==> src/hdl/ftac_pkg.sv <==
// Constants shared by the flash table access controller.
// Assumes a 125 MHz processor clock and a byte-wide register port.
package ftac_pkg;

  // Register port indices
  localparam logic [2:0] FTAC_IDX_NVM_CONTROL = 3'h0;
  localparam logic [2:0] FTAC_IDX_UNLOCK_PORT = 3'h1;
  localparam logic [2:0] FTAC_IDX_BYTE_LATCH = 3'h2;
  localparam logic [2:0] FTAC_IDX_PTR_LOW = 3'h3;
  localparam logic [2:0] FTAC_IDX_PTR_HIGH = 3'h4;
  localparam logic [2:0] FTAC_IDX_PTR_UPPER = 3'h5;

  // Field positions in nvm_control
  localparam int FTAC_BIT_SPACE_SEL = 7;
  localparam int FTAC_BIT_CFG_SPACE = 6;
  localparam int FTAC_BIT_ERASE_SEL = 4;
  localparam int FTAC_BIT_ABORT = 3;
  localparam int FTAC_BIT_PROG_EN = 2;
  localparam int FTAC_BIT_START = 1;

  // Reset values
  localparam logic [7:0] FTAC_RST_NVM_CONTROL = 8'h00;
  localparam logic [7:0] FTAC_RST_BYTE = 8'h00;
  localparam logic [21:0] FTAC_RST_POINTER = 22'h000000;
  localparam logic [7:0] FTAC_HOLD_ERASED = 8'hff;

  // Unlock keys
  localparam logic [7:0] FTAC_KEY_FIRST = 8'h55;
  localparam logic [7:0] FTAC_KEY_SECOND = 8'haa;

  // Geometry
  localparam int FTAC_PTR_W = 22;
  localparam int FTAC_AUTO_W = 21;
  localparam int FTAC_HOLD_DEPTH = 64;
  localparam int FTAC_HOLD_IDX_W = 6;

  // Timing: erase/program cycle about 2 ms
  localparam int FTAC_CLK_PERIOD_NS = 8;
  localparam int FTAC_PROG_TIME_NS = 2000000;
  localparam int FTAC_PROG_CYCLES = FTAC_PROG_TIME_NS / FTAC_CLK_PERIOD_NS;

  // Pointer actions of a table instruction
  typedef enum logic [1:0] {
    FTAC_PTR_KEEP,
    FTAC_PTR_POST_INC,
    FTAC_PTR_POST_DEC,
    FTAC_PTR_PRE_INC
  } ftac_ptr_mode_e;

  // Target memory space
  typedef enum logic [1:0] {
    FTAC_SPACE_EEPROM,
    FTAC_SPACE_PROGRAM,
    FTAC_SPACE_CONFIG
  } ftac_space_e;

endpackage

==> src/hdl/ftac_hold_block.sv <==
// Holding register block collecting one write block of flash data.
// Assumes index, data and strobes come from logic on the same clock.
`timescale 1ns/100ps
module ftac_hold_block #(
  parameter int DEPTH = 64,
  parameter int IDX_W = 6
) (
  // Clock and reset
  input wire logic clock_in,
  input wire logic reset_n_in,
  // Byte write and bulk refill
  input wire logic wr_en_in,
  input wire logic [IDX_W-1:0] wr_idx_in,
  input wire logic [7:0] wr_data_in,
  input wire logic refill_in,
  // Whole block towards the array
  output logic [DEPTH*8-1:0] block_data_out
);
  import ftac_pkg::*;

  // One byte register per entry; refill wins over a byte write
  for (genvar i = 0; i < DEPTH; i++) begin : g_entry
    always_ff @(posedge clock_in or negedge reset_n_in) begin
      if (!reset_n_in) begin
        block_data_out[i*8 +: 8] <= FTAC_HOLD_ERASED;
      end else if (refill_in) begin
        block_data_out[i*8 +: 8] <= FTAC_HOLD_ERASED;
      end else if (wr_en_in && wr_idx_in == IDX_W'(i)) begin
        block_data_out[i*8 +: 8] <= wr_data_in;
      end
    end
  end

endmodule

==> src/hdl/ftac_ctrl.sv <==
// Flash table access controller: byte latch, pointer, unlock, cycle timer.
// Assumes the core drives register and table strobes on clock_in, and
// that the flash array answers a read with its word in the same cycle.
//
// Operation
// - Config space bit overrides space select; software clears it first.
// - Erase select set makes start erase the block, else program it.
// - Start requests are ignored unless program enable is set.
// - Setting start after unlock and enables begins the cycle.
// - Hardware clears start at completion; firmware cannot clear it.
// - Master-clear or watchdog reset during a cycle sets abort flag.
// - Byte latch is an 8-bit register holding each moved byte.
// - Pointer joins upper, high and low registers into 22 bits.
// - Low 21 bits address program space; top bit selects config space.
// - Automatic pointer updates change only the low 21 bits.
// - Table ops keep, post-increment, post-decrement or pre-increment.
// - Table read loads one byte chosen by all 22 pointer bits.
// - Words are 16 bits; pointer bit 0 picks high or low byte.
// - Table write stores latch into holding register of six low bits.
// - Pointer bits above six never affect which holding register is hit.
// - Program copies whole holding block to block of upper bits.
// - Erase clears 64-byte block from bits 21..6, ignoring 5..0.
// - Smallest erase is one block; no word or bulk erase here.
// - Writes 55h then AAh to unlock port, then start, or refuse.
// - The core is stalled while an erase or program cycle runs.
// - The stall lasts about 2 ms, set by the internal timer.
// - Holding registers reset to FFh on reset_n_in and after each completed program cycle.
`timescale 1ns/100ps
module ftac_ctrl #(
  parameter int PROG_CYCLES = ftac_pkg::FTAC_PROG_CYCLES,
  parameter int HOLD_DEPTH = ftac_pkg::FTAC_HOLD_DEPTH
) (
  // Clock and reset
  input wire logic clock_in,
  input wire logic reset_n_in,
  // Reset events from the reset controller (single-cycle pulses)
  input wire logic mclr_event_in,
  input wire logic wdt_event_in,
  // Special function register port
  input wire logic [2:0] sfr_idx_in,
  input wire logic sfr_wr_in,
  input wire logic sfr_rd_in,
  input wire logic [7:0] sfr_wdata_in,
  output logic [7:0] sfr_rdata_out,
  // Table instruction request from the core
  input wire logic tbl_req_in,
  input wire logic tbl_is_write_in,
  input wire ftac_pkg::ftac_ptr_mode_e tbl_mode_in,
  output logic tbl_done_out,
  output logic cpu_stall_out,
  // Flash array read port
  output logic flash_rd_out,
  output logic [21:0] flash_rd_addr_out,
  output ftac_pkg::ftac_space_e flash_space_out,
  input wire logic [15:0] flash_word_in,
  // Flash array erase and program port
  output logic flash_erase_out,
  output logic flash_program_out,
  output logic [15:0] flash_block_out,
  output ftac_pkg::ftac_space_e flash_op_space_out,
  output logic [HOLD_DEPTH*8-1:0] flash_data_out
);
  import ftac_pkg::*;

  localparam int CNT_W = $clog2(PROG_CYCLES + 1);
  localparam logic [CNT_W-1:0] CNT_LAST = CNT_W'(PROG_CYCLES - 1);

  typedef enum logic [1:0] {
    FTAC_UL_IDLE,
    FTAC_UL_GOT_FIRST,
    FTAC_UL_ARMED
  } ftac_unlock_e;

  logic space_sel_q;
  logic cfg_space_q;
  logic erase_sel_q;
  logic abort_q;
  logic prog_en_q;
  logic start_q;
  logic [7:0] latch_q;
  logic [21:0] ptr_q;
  logic [21:0] ptr_d;
  logic [21:0] access_addr;
  logic [20:0] ptr_inc;
  logic [20:0] ptr_dec;
  ftac_unlock_e unlock_q;
  ftac_unlock_e unlock_d;
  logic [CNT_W-1:0] cnt_q;
  logic rd_pend_q;
  logic rd_byte_sel_q;
  logic wr_done_q;
  logic start_req;
  logic start_go;
  logic cycle_end;
  logic reset_event;
  logic hold_wr;
  logic ctl_wr;
  ftac_space_e space_now;

  // Bus strobes; table ops ignored while a cycle stalls the core
  assign ctl_wr = sfr_wr_in && sfr_idx_in == FTAC_IDX_NVM_CONTROL;
  assign reset_event = mclr_event_in || wdt_event_in;
  assign start_req = ctl_wr && sfr_wdata_in[FTAC_BIT_START] && !start_q;
  assign start_go = start_req && prog_en_q
    && unlock_q == FTAC_UL_ARMED;
  assign cycle_end = start_q && cnt_q == CNT_LAST;
  assign cpu_stall_out = start_q;
  assign hold_wr = tbl_req_in && tbl_is_write_in && !start_q;

  // Config space overrides the space select
  always_comb begin
    if (cfg_space_q) begin
      space_now = FTAC_SPACE_CONFIG;
    end else if (space_sel_q) begin
      space_now = FTAC_SPACE_PROGRAM;
    end else begin
      space_now = FTAC_SPACE_EEPROM;
    end
  end

  // Auto-update arithmetic on the low 21 bits only
  assign ptr_inc = ptr_q[20:0] + 21'h000001;
  assign ptr_dec = ptr_q[20:0] - 21'h000001;

  // Access address: pre-increment uses the bumped pointer
  always_comb begin
    if (tbl_mode_in == FTAC_PTR_PRE_INC) begin
      access_addr = {ptr_q[21], ptr_inc};
    end else begin
      access_addr = ptr_q;
    end
  end

  // Next pointer: table op wins; register writes only without one
  always_comb begin
    ptr_d = ptr_q;
    if (tbl_req_in && !start_q) begin
      case (tbl_mode_in)
        FTAC_PTR_KEEP: ptr_d = ptr_q;
        FTAC_PTR_POST_INC: ptr_d = {ptr_q[21], ptr_inc};
        FTAC_PTR_POST_DEC: ptr_d = {ptr_q[21], ptr_dec};
        FTAC_PTR_PRE_INC: ptr_d = {ptr_q[21], ptr_inc};
        default: ptr_d = ptr_q;
      endcase
    end else if (sfr_wr_in) begin
      case (sfr_idx_in)
        FTAC_IDX_PTR_LOW: ptr_d[7:0] = sfr_wdata_in;
        FTAC_IDX_PTR_HIGH: ptr_d[15:8] = sfr_wdata_in;
        FTAC_IDX_PTR_UPPER: ptr_d[21:16] = sfr_wdata_in[5:0];
        default: ptr_d = ptr_q;
      endcase
    end
  end

  // Byte pointer register
  always_ff @(posedge clock_in or negedge reset_n_in) begin
    if (!reset_n_in) begin
      ptr_q <= FTAC_RST_POINTER;
    end else begin
      ptr_q <= ptr_d;
    end
  end

  // Unlock sequencer: port keeps no data, any stray access drops it
  always_comb begin
    unlock_d = unlock_q;
    if (sfr_wr_in || sfr_rd_in) begin
      case (unlock_q)
        FTAC_UL_IDLE: begin
          if (sfr_wr_in && sfr_idx_in == FTAC_IDX_UNLOCK_PORT
              && sfr_wdata_in == FTAC_KEY_FIRST) begin
            unlock_d = FTAC_UL_GOT_FIRST;
          end
        end
        FTAC_UL_GOT_FIRST: begin
          if (sfr_wr_in && sfr_idx_in == FTAC_IDX_UNLOCK_PORT
              && sfr_wdata_in == FTAC_KEY_SECOND) begin
            unlock_d = FTAC_UL_ARMED;
          end else begin
            unlock_d = FTAC_UL_IDLE;
          end
        end
        FTAC_UL_ARMED: unlock_d = FTAC_UL_IDLE;
        default: unlock_d = FTAC_UL_IDLE;
      endcase
    end
  end

  always_ff @(posedge clock_in or negedge reset_n_in) begin
    if (!reset_n_in) begin
      unlock_q <= FTAC_UL_IDLE;
    end else if (reset_event) begin
      unlock_q <= FTAC_UL_IDLE;
    end else begin
      unlock_q <= unlock_d;
    end
  end

  // Control bits; soft resets return erase select and program enable to defaults
  always_ff @(posedge clock_in or negedge reset_n_in) begin
    if (!reset_n_in) begin
      space_sel_q <= FTAC_RST_NVM_CONTROL[FTAC_BIT_SPACE_SEL];
      cfg_space_q <= FTAC_RST_NVM_CONTROL[FTAC_BIT_CFG_SPACE];
      erase_sel_q <= FTAC_RST_NVM_CONTROL[FTAC_BIT_ERASE_SEL];
      prog_en_q <= FTAC_RST_NVM_CONTROL[FTAC_BIT_PROG_EN];
    end else if (reset_event) begin
      // Space bits kept so an abort can be traced afterwards
      erase_sel_q <= FTAC_RST_NVM_CONTROL[FTAC_BIT_ERASE_SEL];
      prog_en_q <= FTAC_RST_NVM_CONTROL[FTAC_BIT_PROG_EN];
    end else if (ctl_wr && !start_q) begin
      space_sel_q <= sfr_wdata_in[FTAC_BIT_SPACE_SEL];
      cfg_space_q <= sfr_wdata_in[FTAC_BIT_CFG_SPACE];
      erase_sel_q <= sfr_wdata_in[FTAC_BIT_ERASE_SEL];
      prog_en_q <= sfr_wdata_in[FTAC_BIT_PROG_EN];
    end
  end

  // Start bit: only set by a legal start, only cleared by hardware
  always_ff @(posedge clock_in or negedge reset_n_in) begin
    if (!reset_n_in) begin
      start_q <= FTAC_RST_NVM_CONTROL[FTAC_BIT_START];
    end else if (reset_event || cycle_end) begin
      start_q <= 1'b0;
    end else if (start_go) begin
      start_q <= 1'b1;
    end
  end

  // Abort flag: raised at start, dropped only on clean completion
  always_ff @(posedge clock_in or negedge reset_n_in) begin
    if (!reset_n_in) begin
      abort_q <= FTAC_RST_NVM_CONTROL[FTAC_BIT_ABORT];
    end else if (start_go) begin
      abort_q <= 1'b1;
    end else if (reset_event && start_q) begin
      abort_q <= 1'b1;
    end else if (cycle_end) begin
      abort_q <= 1'b0;
    end
  end

  // Programming timer sets the stall length
  always_ff @(posedge clock_in or negedge reset_n_in) begin
    if (!reset_n_in) begin
      cnt_q <= '0;
    end else if (!start_q || cycle_end || reset_event) begin
      cnt_q <= '0;
    end else begin
      cnt_q <= cnt_q + CNT_W'(1);
    end
  end

  // Array command; block address ignores the six low bits
  always_ff @(posedge clock_in or negedge reset_n_in) begin
    if (!reset_n_in) begin
      flash_erase_out <= 1'b0;
      flash_program_out <= 1'b0;
      flash_block_out <= 16'h0000;
      flash_op_space_out <= FTAC_SPACE_EEPROM;
    end else if (start_go && !reset_event) begin
      flash_erase_out <= erase_sel_q;
      flash_program_out <= !erase_sel_q;
      flash_block_out <= ptr_q[21:6];
      flash_op_space_out <= space_now;
    end else if (cycle_end || reset_event) begin
      // One block per cycle; no larger erase exists here
      flash_erase_out <= 1'b0;
      flash_program_out <= 1'b0;
    end
  end

  // Table read: word fetched, byte picked one cycle later
  always_ff @(posedge clock_in or negedge reset_n_in) begin
    if (!reset_n_in) begin
      flash_rd_out <= 1'b0;
      flash_rd_addr_out <= FTAC_RST_POINTER;
      flash_space_out <= FTAC_SPACE_EEPROM;
      rd_pend_q <= 1'b0;
      rd_byte_sel_q <= 1'b0;
    end else begin
      flash_rd_out <= tbl_req_in && !tbl_is_write_in && !start_q;
      rd_pend_q <= tbl_req_in && !tbl_is_write_in && !start_q;
      if (tbl_req_in && !tbl_is_write_in && !start_q) begin
        flash_rd_addr_out <= access_addr;
        rd_byte_sel_q <= access_addr[0];
        flash_space_out <= access_addr[21] ? FTAC_SPACE_CONFIG
          : FTAC_SPACE_PROGRAM;
      end
    end
  end

  // Byte latch: table read result or register write
  always_ff @(posedge clock_in or negedge reset_n_in) begin
    if (!reset_n_in) begin
      latch_q <= FTAC_RST_BYTE;
    end else if (rd_pend_q) begin
      latch_q <= rd_byte_sel_q ? flash_word_in[15:8]
        : flash_word_in[7:0];
    end else if (sfr_wr_in && sfr_idx_in == FTAC_IDX_BYTE_LATCH) begin
      latch_q <= sfr_wdata_in;
    end
  end

  // Completion strobe for table writes, matches read latency
  always_ff @(posedge clock_in or negedge reset_n_in) begin
    if (!reset_n_in) begin
      wr_done_q <= 1'b0;
    end else begin
      wr_done_q <= hold_wr;
    end
  end
  assign tbl_done_out = wr_done_q || rd_pend_q;

  // Holding block; index uses only six low bits of the address
  ftac_hold_block #(
    .DEPTH(HOLD_DEPTH),
    .IDX_W(FTAC_HOLD_IDX_W)
  ) u_hold (
    .clock_in(clock_in),
    .reset_n_in(reset_n_in),
    .wr_en_in(hold_wr),
    .wr_idx_in(access_addr[FTAC_HOLD_IDX_W-1:0]),
    .wr_data_in(latch_q),
    .refill_in(cycle_end && flash_program_out),
    .block_data_out(flash_data_out)
  );

  // Register read mux; unlock port has no storage
  always_comb begin
    sfr_rdata_out = 8'h00;
    case (sfr_idx_in)
      FTAC_IDX_NVM_CONTROL: begin
        sfr_rdata_out[FTAC_BIT_SPACE_SEL] = space_sel_q;
        sfr_rdata_out[FTAC_BIT_CFG_SPACE] = cfg_space_q;
        sfr_rdata_out[FTAC_BIT_ERASE_SEL] = erase_sel_q;
        sfr_rdata_out[FTAC_BIT_ABORT] = abort_q;
        sfr_rdata_out[FTAC_BIT_PROG_EN] = prog_en_q;
        sfr_rdata_out[FTAC_BIT_START] = start_q;
      end
      FTAC_IDX_UNLOCK_PORT: sfr_rdata_out = 8'h00;
      FTAC_IDX_BYTE_LATCH: sfr_rdata_out = latch_q;
      FTAC_IDX_PTR_LOW: sfr_rdata_out = ptr_q[7:0];
      FTAC_IDX_PTR_HIGH: sfr_rdata_out = ptr_q[15:8];
      FTAC_IDX_PTR_UPPER: sfr_rdata_out = {2'b00, ptr_q[21:16]};
      default: sfr_rdata_out = 8'h00;
    endcase
  end

endmodule

==> config.mk <==
export PLATFORM = sky130hd
export DESIGN_NAME = ftac_ctrl
export DESIGN_NICKNAME = d
export VERILOG_FILES = /design/src/hdl/ftac_pkg.sv /design/src/hdl/ftac_hold_block.sv /design/src/hdl/ftac_ctrl.sv
export SDC_FILE = /design/constraint.sdc
export NUM_CORES = 1
export LEC_CHECK = 0
export BUFFER_PORTS_ARGS = -buffer_cell sky130_fd_sc_hd__buf_2
export CORE_MARGIN = 5
export CORE_UTILIZATION = 30
export DETAILED_ROUTE_END_ITERATION = 6
export MAX_ROUTING_LAYER = met4
export PLACE_DENSITY = 0.51
export SYNTH_ARGS = -nofsm -noshare
export SYNTH_HDL_FRONTEND = slang
export SYNTH_SLANG_ARGS = --single-unit
==> constraint.sdc <==
create_clock -name clock_in -period 3.48 [get_ports clock_in]
set_input_delay 0.174 -clock clock_in [delete_from_list [all_inputs] [get_ports clock_in]]
set_output_delay 0.174 -clock clock_in [all_outputs]
set_load 0.005 [all_outputs]
==> results.md <==
* Fin Clk Skew at 23.2 ps
* Buffers inserted by post-CTS timing repair at 0
* Core outline area at 91500 um^2
* Worst r2r dst: u_hold.block_data_out[511]$_DFFE_PN1P_
* Post-Synthesis Mean Instance Area at 10.9 um^2
* Number of standard cells after synthesis at 2543
* Top FF cell, synth: sky130_fd_sc_hd__dfstp_2
* Kind of capture point of the worst setup path: flop
* Final-report max-slew violation count at 0
* Result of the run: finished, final reports clean
* Height of the chip at 314 um
* Post-synthesis net count at 2583
* Clock input transition at the sequential cells of the worst setup and hold paths at 60 ps
* Worst setup path startpoint: ptr_q[0]$_DFFE_PN0P_
* Max Freq at 0.312 GHz
* Vias in the first global route at 22700
* Worst-case register-to-register setup slack at around 270 ps
* Buffers from clock root to sink, at most at 3
* Critical path start-end classification: reg2reg
* Number of levels in the clock H-tree at 3
* WHS at 62.7 ps
* Post-synth cell types at 66
* End of the worst hold path: latch_q[4]$_DFFE_PN0P_
* Setup slack after placement at 165 ps
* Via count of the routed design at roughly 22000
* Netlist Area Pre-Place at between 20000 and 30000 um^2
* Part of the Yosys area used for sequential elements at 0.578
* Final worst-path setup slack at 272 ps
* Internal power summed over all cells at around 19 mW
* FF-to-FF path depth at 7
* Path class of the lowest-slack min-delay path: in2reg
* Setup repair after global routing missed its margin: false
* Worst Min Path Start: flash_word_in[12]
* Power share of the clock group at 0.279
* Io pins at 604
* Worst relative slew slack at 0.181
* Share of power burned in registers at 0.446
* Initial antenna violation count at 2
* Count of TritonRoute iterations in the first routing pass at 5
* Worst Max-Slew Pin Slew at 1220 ps
* Clk Tree Root Cell: sky130_fd_sc_hd__clkbuf_16
* Count of buffers inserted at the top-level ports at 603
* Final core utilization at 0.384
* P&R area growth vs syn at 27.2%
* Part of the total power dissipated in combinational logic at 0.275
* Placed wire-length estimate at 71900 um
* Flops & latches, synth at approximately 610
* Wire length of the first global-routing pass at between 150000 and 200000 um
* Via count normalized by instance count at 5.16
* Max_cap viols at 0
* Total power divided by cell area at 803 nW/um^2
* Power dissipated by switching net loads at 9.22 mW
* Startpoint of the worst register-to-register path: ptr_q[0]$_DFFE_PN0P_
* Post-layout minimum cycle time at 3210 ps
* Startpoint class of the critical path: flop
* Total Wirelength at approximately 110000 um
* Largest fanout of any net on the critical path at 8
* Initial core utilization at 0.302
* Number of rows in the core area at ~110
* Yosys Warn Count at 0
* Instance count along the most critical hold path at 5
* Final-report hold violation count at 0
* VDD IR max at 0.415 mV
* Detailed Route Iter0 Violations at 1666
* Async SR Flop Fraction at 1.00
* Data required time of the critical path at 4020 ps
* Total negative slack for setup checks at 0 ps
* Die area at 98300 um^2
* Die Width at about 310 um
* Aggregate global-route resource usage at 0.213
* Number of nets in the layout at 3149
* Final period util at 0.922
* Leakage Power at 15.0 nW
* Overflow left after global routing at 0
* RD Place Congestion at 0.848
* Filler Cells Inserted at roughly 9200
* Proportion of layout cells with a drive suffix above 1 at 0.447
* Number of enable-type register cells in the synthesized netlist at 0
* Routed length per placed instance at 24.3 um
* WP data arrival at ~3800 ps
* Residual DRC at 0
* Switching part of the total at 0.327
* Clock tree from TritonCTS: built
* Clk sink count at 613
* Final count of negative-setup-slack endpoints at 0
* Routed Antenna Nets at 0
* Clock buffer count from CTS at 74
* Pin count of the biggest net entering global routing at approximately 160
* Worst skew pair latency at 640 ps
-- stage by stage --
stage / power (mW) / cells / area [um^2]
floorplan: 15.7 / 2543 / 27600
global placement: 20.4 / 4182 / 32300
detailed placement: 20.5 / 4182 / 32300
CTS: 28.6 / 4352 / 35100
global route: 29.8 / 4354 / 35200
finish: 28.2 / 4354 / 35200
-- metal layers --
| metal | track usage | up-vias | routed length [um] |
|---|---|---|---|
| met3 | 0.0332 | 107 | 5410 |
| li1 | - | 10300 | - |
| met5 | - | - | 0 |
| met4 | 0.0515 | 0 | 2290 |
| met1 | 0.285 | 11400 | 47300 |
| met2 | 0.344 | 749 | 50600 |
-- cell families (layout without fill, tap and decap cells) --
kind of cell / count (synthesis) / in the layout / synth area share
simple gates: 617 / 617 / 0.101
other cells: 0 / 2 / 0
flops: 613 / 613 / 0.578
compound gates: 723 / 723 / 0.166
mux: 282 / 282 / 0.103
buf+inv: 267 / 890 / 0.0386
xor+xnor: 38 / 38 / 0.0120
fa+ha+maj: 3 / 3 / 0.00136
-- area by class of cell --
| class | count | area, um^2 | share of cell area |
|---|---|---|---|
| sequential | 613 | 16000 | 0.455 |
| multi-input combinational | 1663 | 10800 | 0.308 |
| timing repair buffer | 736 | 4290 | 0.122 |
| clock buffer | 105 | 2150 | 0.0611 |
| tap | 1186 | 1480 | 0.0422 |
| clock inverter | 28 | 335 | 0.00954 |
| inverter | 21 | 78.8 | 0.00224 |
| antenna | 2 | 5.00 | 0.000142 |
-- registers in the layout, summed over array words and instances (netlist names), 2 cells and up --
| register | flops |
|---|---|
| cnt_q | 18 |
| flash_block_out | 16 |
| flash_op_space_out | 2 |
| flash_rd_addr_out | 21 |
| flash_space_out | 2 |
| latch_q | 8 |
| ptr_q | 22 |
| u_hold.block_data_out | 512 |
| unlock_q | 2 |
-- cell usage in the layout (no fill, tap or decap), types with 6 or more instances in the layout --
master / synthesis / routed
sky130_fd_sc_hd__buf_2: 27 / 602
sky130_fd_sc_hd__dfstp_2: 512 / 512
sky130_fd_sc_hd__nor2_1: 316 / 308
sky130_fd_sc_hd__o21ai_0: 292 / 291
sky130_fd_sc_hd__o211ai_1: 260 / 260
sky130_fd_sc_hd__mux2i_1: 258 / 258
sky130_fd_sc_hd__nand2_1: 127 / 126
sky130_fd_sc_hd__dfrtp_1: 101 / 101
sky130_fd_sc_hd__buf_4: 6 / 82
sky130_fd_sc_hd__clkbuf_16: 0 / 75
sky130_fd_sc_hd__a21oi_1: 65 / 65
sky130_fd_sc_hd__dlygate4sd3_1: 0 / 37
sky130_fd_sc_hd__a211oi_1: 32 / 28
sky130_fd_sc_hd__mux2_2: 24 / 24
sky130_fd_sc_hd__nand3_1: 24 / 24
sky130_fd_sc_hd__inv_1: 20 / 20
sky130_fd_sc_hd__xnor2_1: 19 / 18
sky130_fd_sc_hd__xor2_1: 19 / 18
sky130_fd_sc_hd__nor3_1: 20 / 17
sky130_fd_sc_hd__clkbuf_8: 0 / 16
sky130_fd_sc_hd__nand2b_1: 15 / 15
sky130_fd_sc_hd__o22ai_1: 15 / 15
sky130_fd_sc_hd__or4_1: 14 / 14
sky130_fd_sc_hd__nand4_1: 14 / 14
sky130_fd_sc_hd__nand2_2: 14 / 14
sky130_fd_sc_hd__clkinv_2: 0 / 14
sky130_fd_sc_hd__clkbuf_1: 203 / 14
sky130_fd_sc_hd__buf_12: 0 / 14
sky130_fd_sc_hd__a31oi_1: 13 / 13
sky130_fd_sc_hd__or3_1: 11 / 11
sky130_fd_sc_hd__nor4_1: 16 / 10
sky130_fd_sc_hd__and2_1: 10 / 10
sky130_fd_sc_hd__nor2_4: 0 / 8
sky130_fd_sc_hd__a211oi_2: 5 / 8
sky130_fd_sc_hd__a22oi_1: 6 / 6
sky130_fd_sc_hd__and4_1: 6 / 6
-- critical path, cell delays in order, from the launching register on --
cell                       delay (ps)
sky130_fd_sc_hd__dfrtp_1          450
sky130_fd_sc_hd__inv_1            130
sky130_fd_sc_hd__ha_1             380
sky130_fd_sc_hd__nand3_1          160
sky130_fd_sc_hd__o22a_1           280
sky130_fd_sc_hd__a211oi_2         830
sky130_fd_sc_hd__nand2b_1         580
sky130_fd_sc_hd__mux2i_1          290
-- what timing repair did --
action                                 4_1_cts  5_1_grt
endpoints found under the hold margin       96        0
gates resized for setup                      0        3
setup endpoints to repair                    0       51
hold buffers                                37        0
-- power by group through the flow --
stage                     sequential [mW]  combinational, mW  clock [mW]
after floorplan                      12.4               3.35           0
after global placement               12.7               7.70           0
after detailed placement             12.7               7.83           0
after CTS                            12.6               7.88        8.13
after global routing                 12.9               8.50        8.42
final                                12.6               7.75        7.89
-- Yosys cell counts, types with 9 or more instances --
library cell               number  area, um^2
sky130_fd_sc_hd__nand3_1       24         120
sky130_fd_sc_hd__nor4_1        16         100
sky130_fd_sc_hd__dfrtp_1      101        2530
sky130_fd_sc_hd__dfstp_2      512       13500
sky130_fd_sc_hd__o21ai_0      292        1460
sky130_fd_sc_hd__or4_1         14         105
sky130_fd_sc_hd__a31oi_1       13        81.3
sky130_fd_sc_hd__buf_1          9        33.8
sky130_fd_sc_hd__nand2_1      127         477
sky130_fd_sc_hd__clkbuf_1     203         762
sky130_fd_sc_hd__o211ai_1     260        1950
sky130_fd_sc_hd__nand4_1       14        87.6
sky130_fd_sc_hd__xnor2_1       19         166
sky130_fd_sc_hd__a211oi_1      32         240
sky130_fd_sc_hd__mux2_2        24         270
sky130_fd_sc_hd__nand2b_1      15        93.8
sky130_fd_sc_hd__nor3_1        20         100
sky130_fd_sc_hd__inv_1         20        75.1
sky130_fd_sc_hd__and2_1        10        62.6
sky130_fd_sc_hd__mux2i_1      258        2580
sky130_fd_sc_hd__a21oi_1       65         325
sky130_fd_sc_hd__nand2_2       14        87.6
sky130_fd_sc_hd__buf_2         27         135
sky130_fd_sc_hd__nor2_1       316        1190
sky130_fd_sc_hd__o22ai_1       15        93.8
sky130_fd_sc_hd__xor2_1        19         166
sky130_fd_sc_hd__or3_1         11        68.8
-- how the worst max path moves through the flow --
| stage | end | slack (ps) | cells past startpoint |
|---|---|---|---|
| after floorplan | u_hold.block_data_out[144]$_DFFE_PN1P_ | 1000 | 8 |
| after global placement | u_hold.block_data_out[50]$_DFFE_PN1P_ | 250 | 8 |
| after detailed placement | u_hold.block_data_out[434]$_DFFE_PN1P_ | 170 | 8 |
| after CTS | u_hold.block_data_out[50]$_DFFE_PN1P_ | 140 | 8 |
| after global routing | u_hold.block_data_out[397]$_DFFE_PN1P_ | 60 | 8 |
| final | u_hold.block_data_out[511]$_DFFE_PN1P_ | 270 | 7 |
Power figures use the tool's default switching activity.
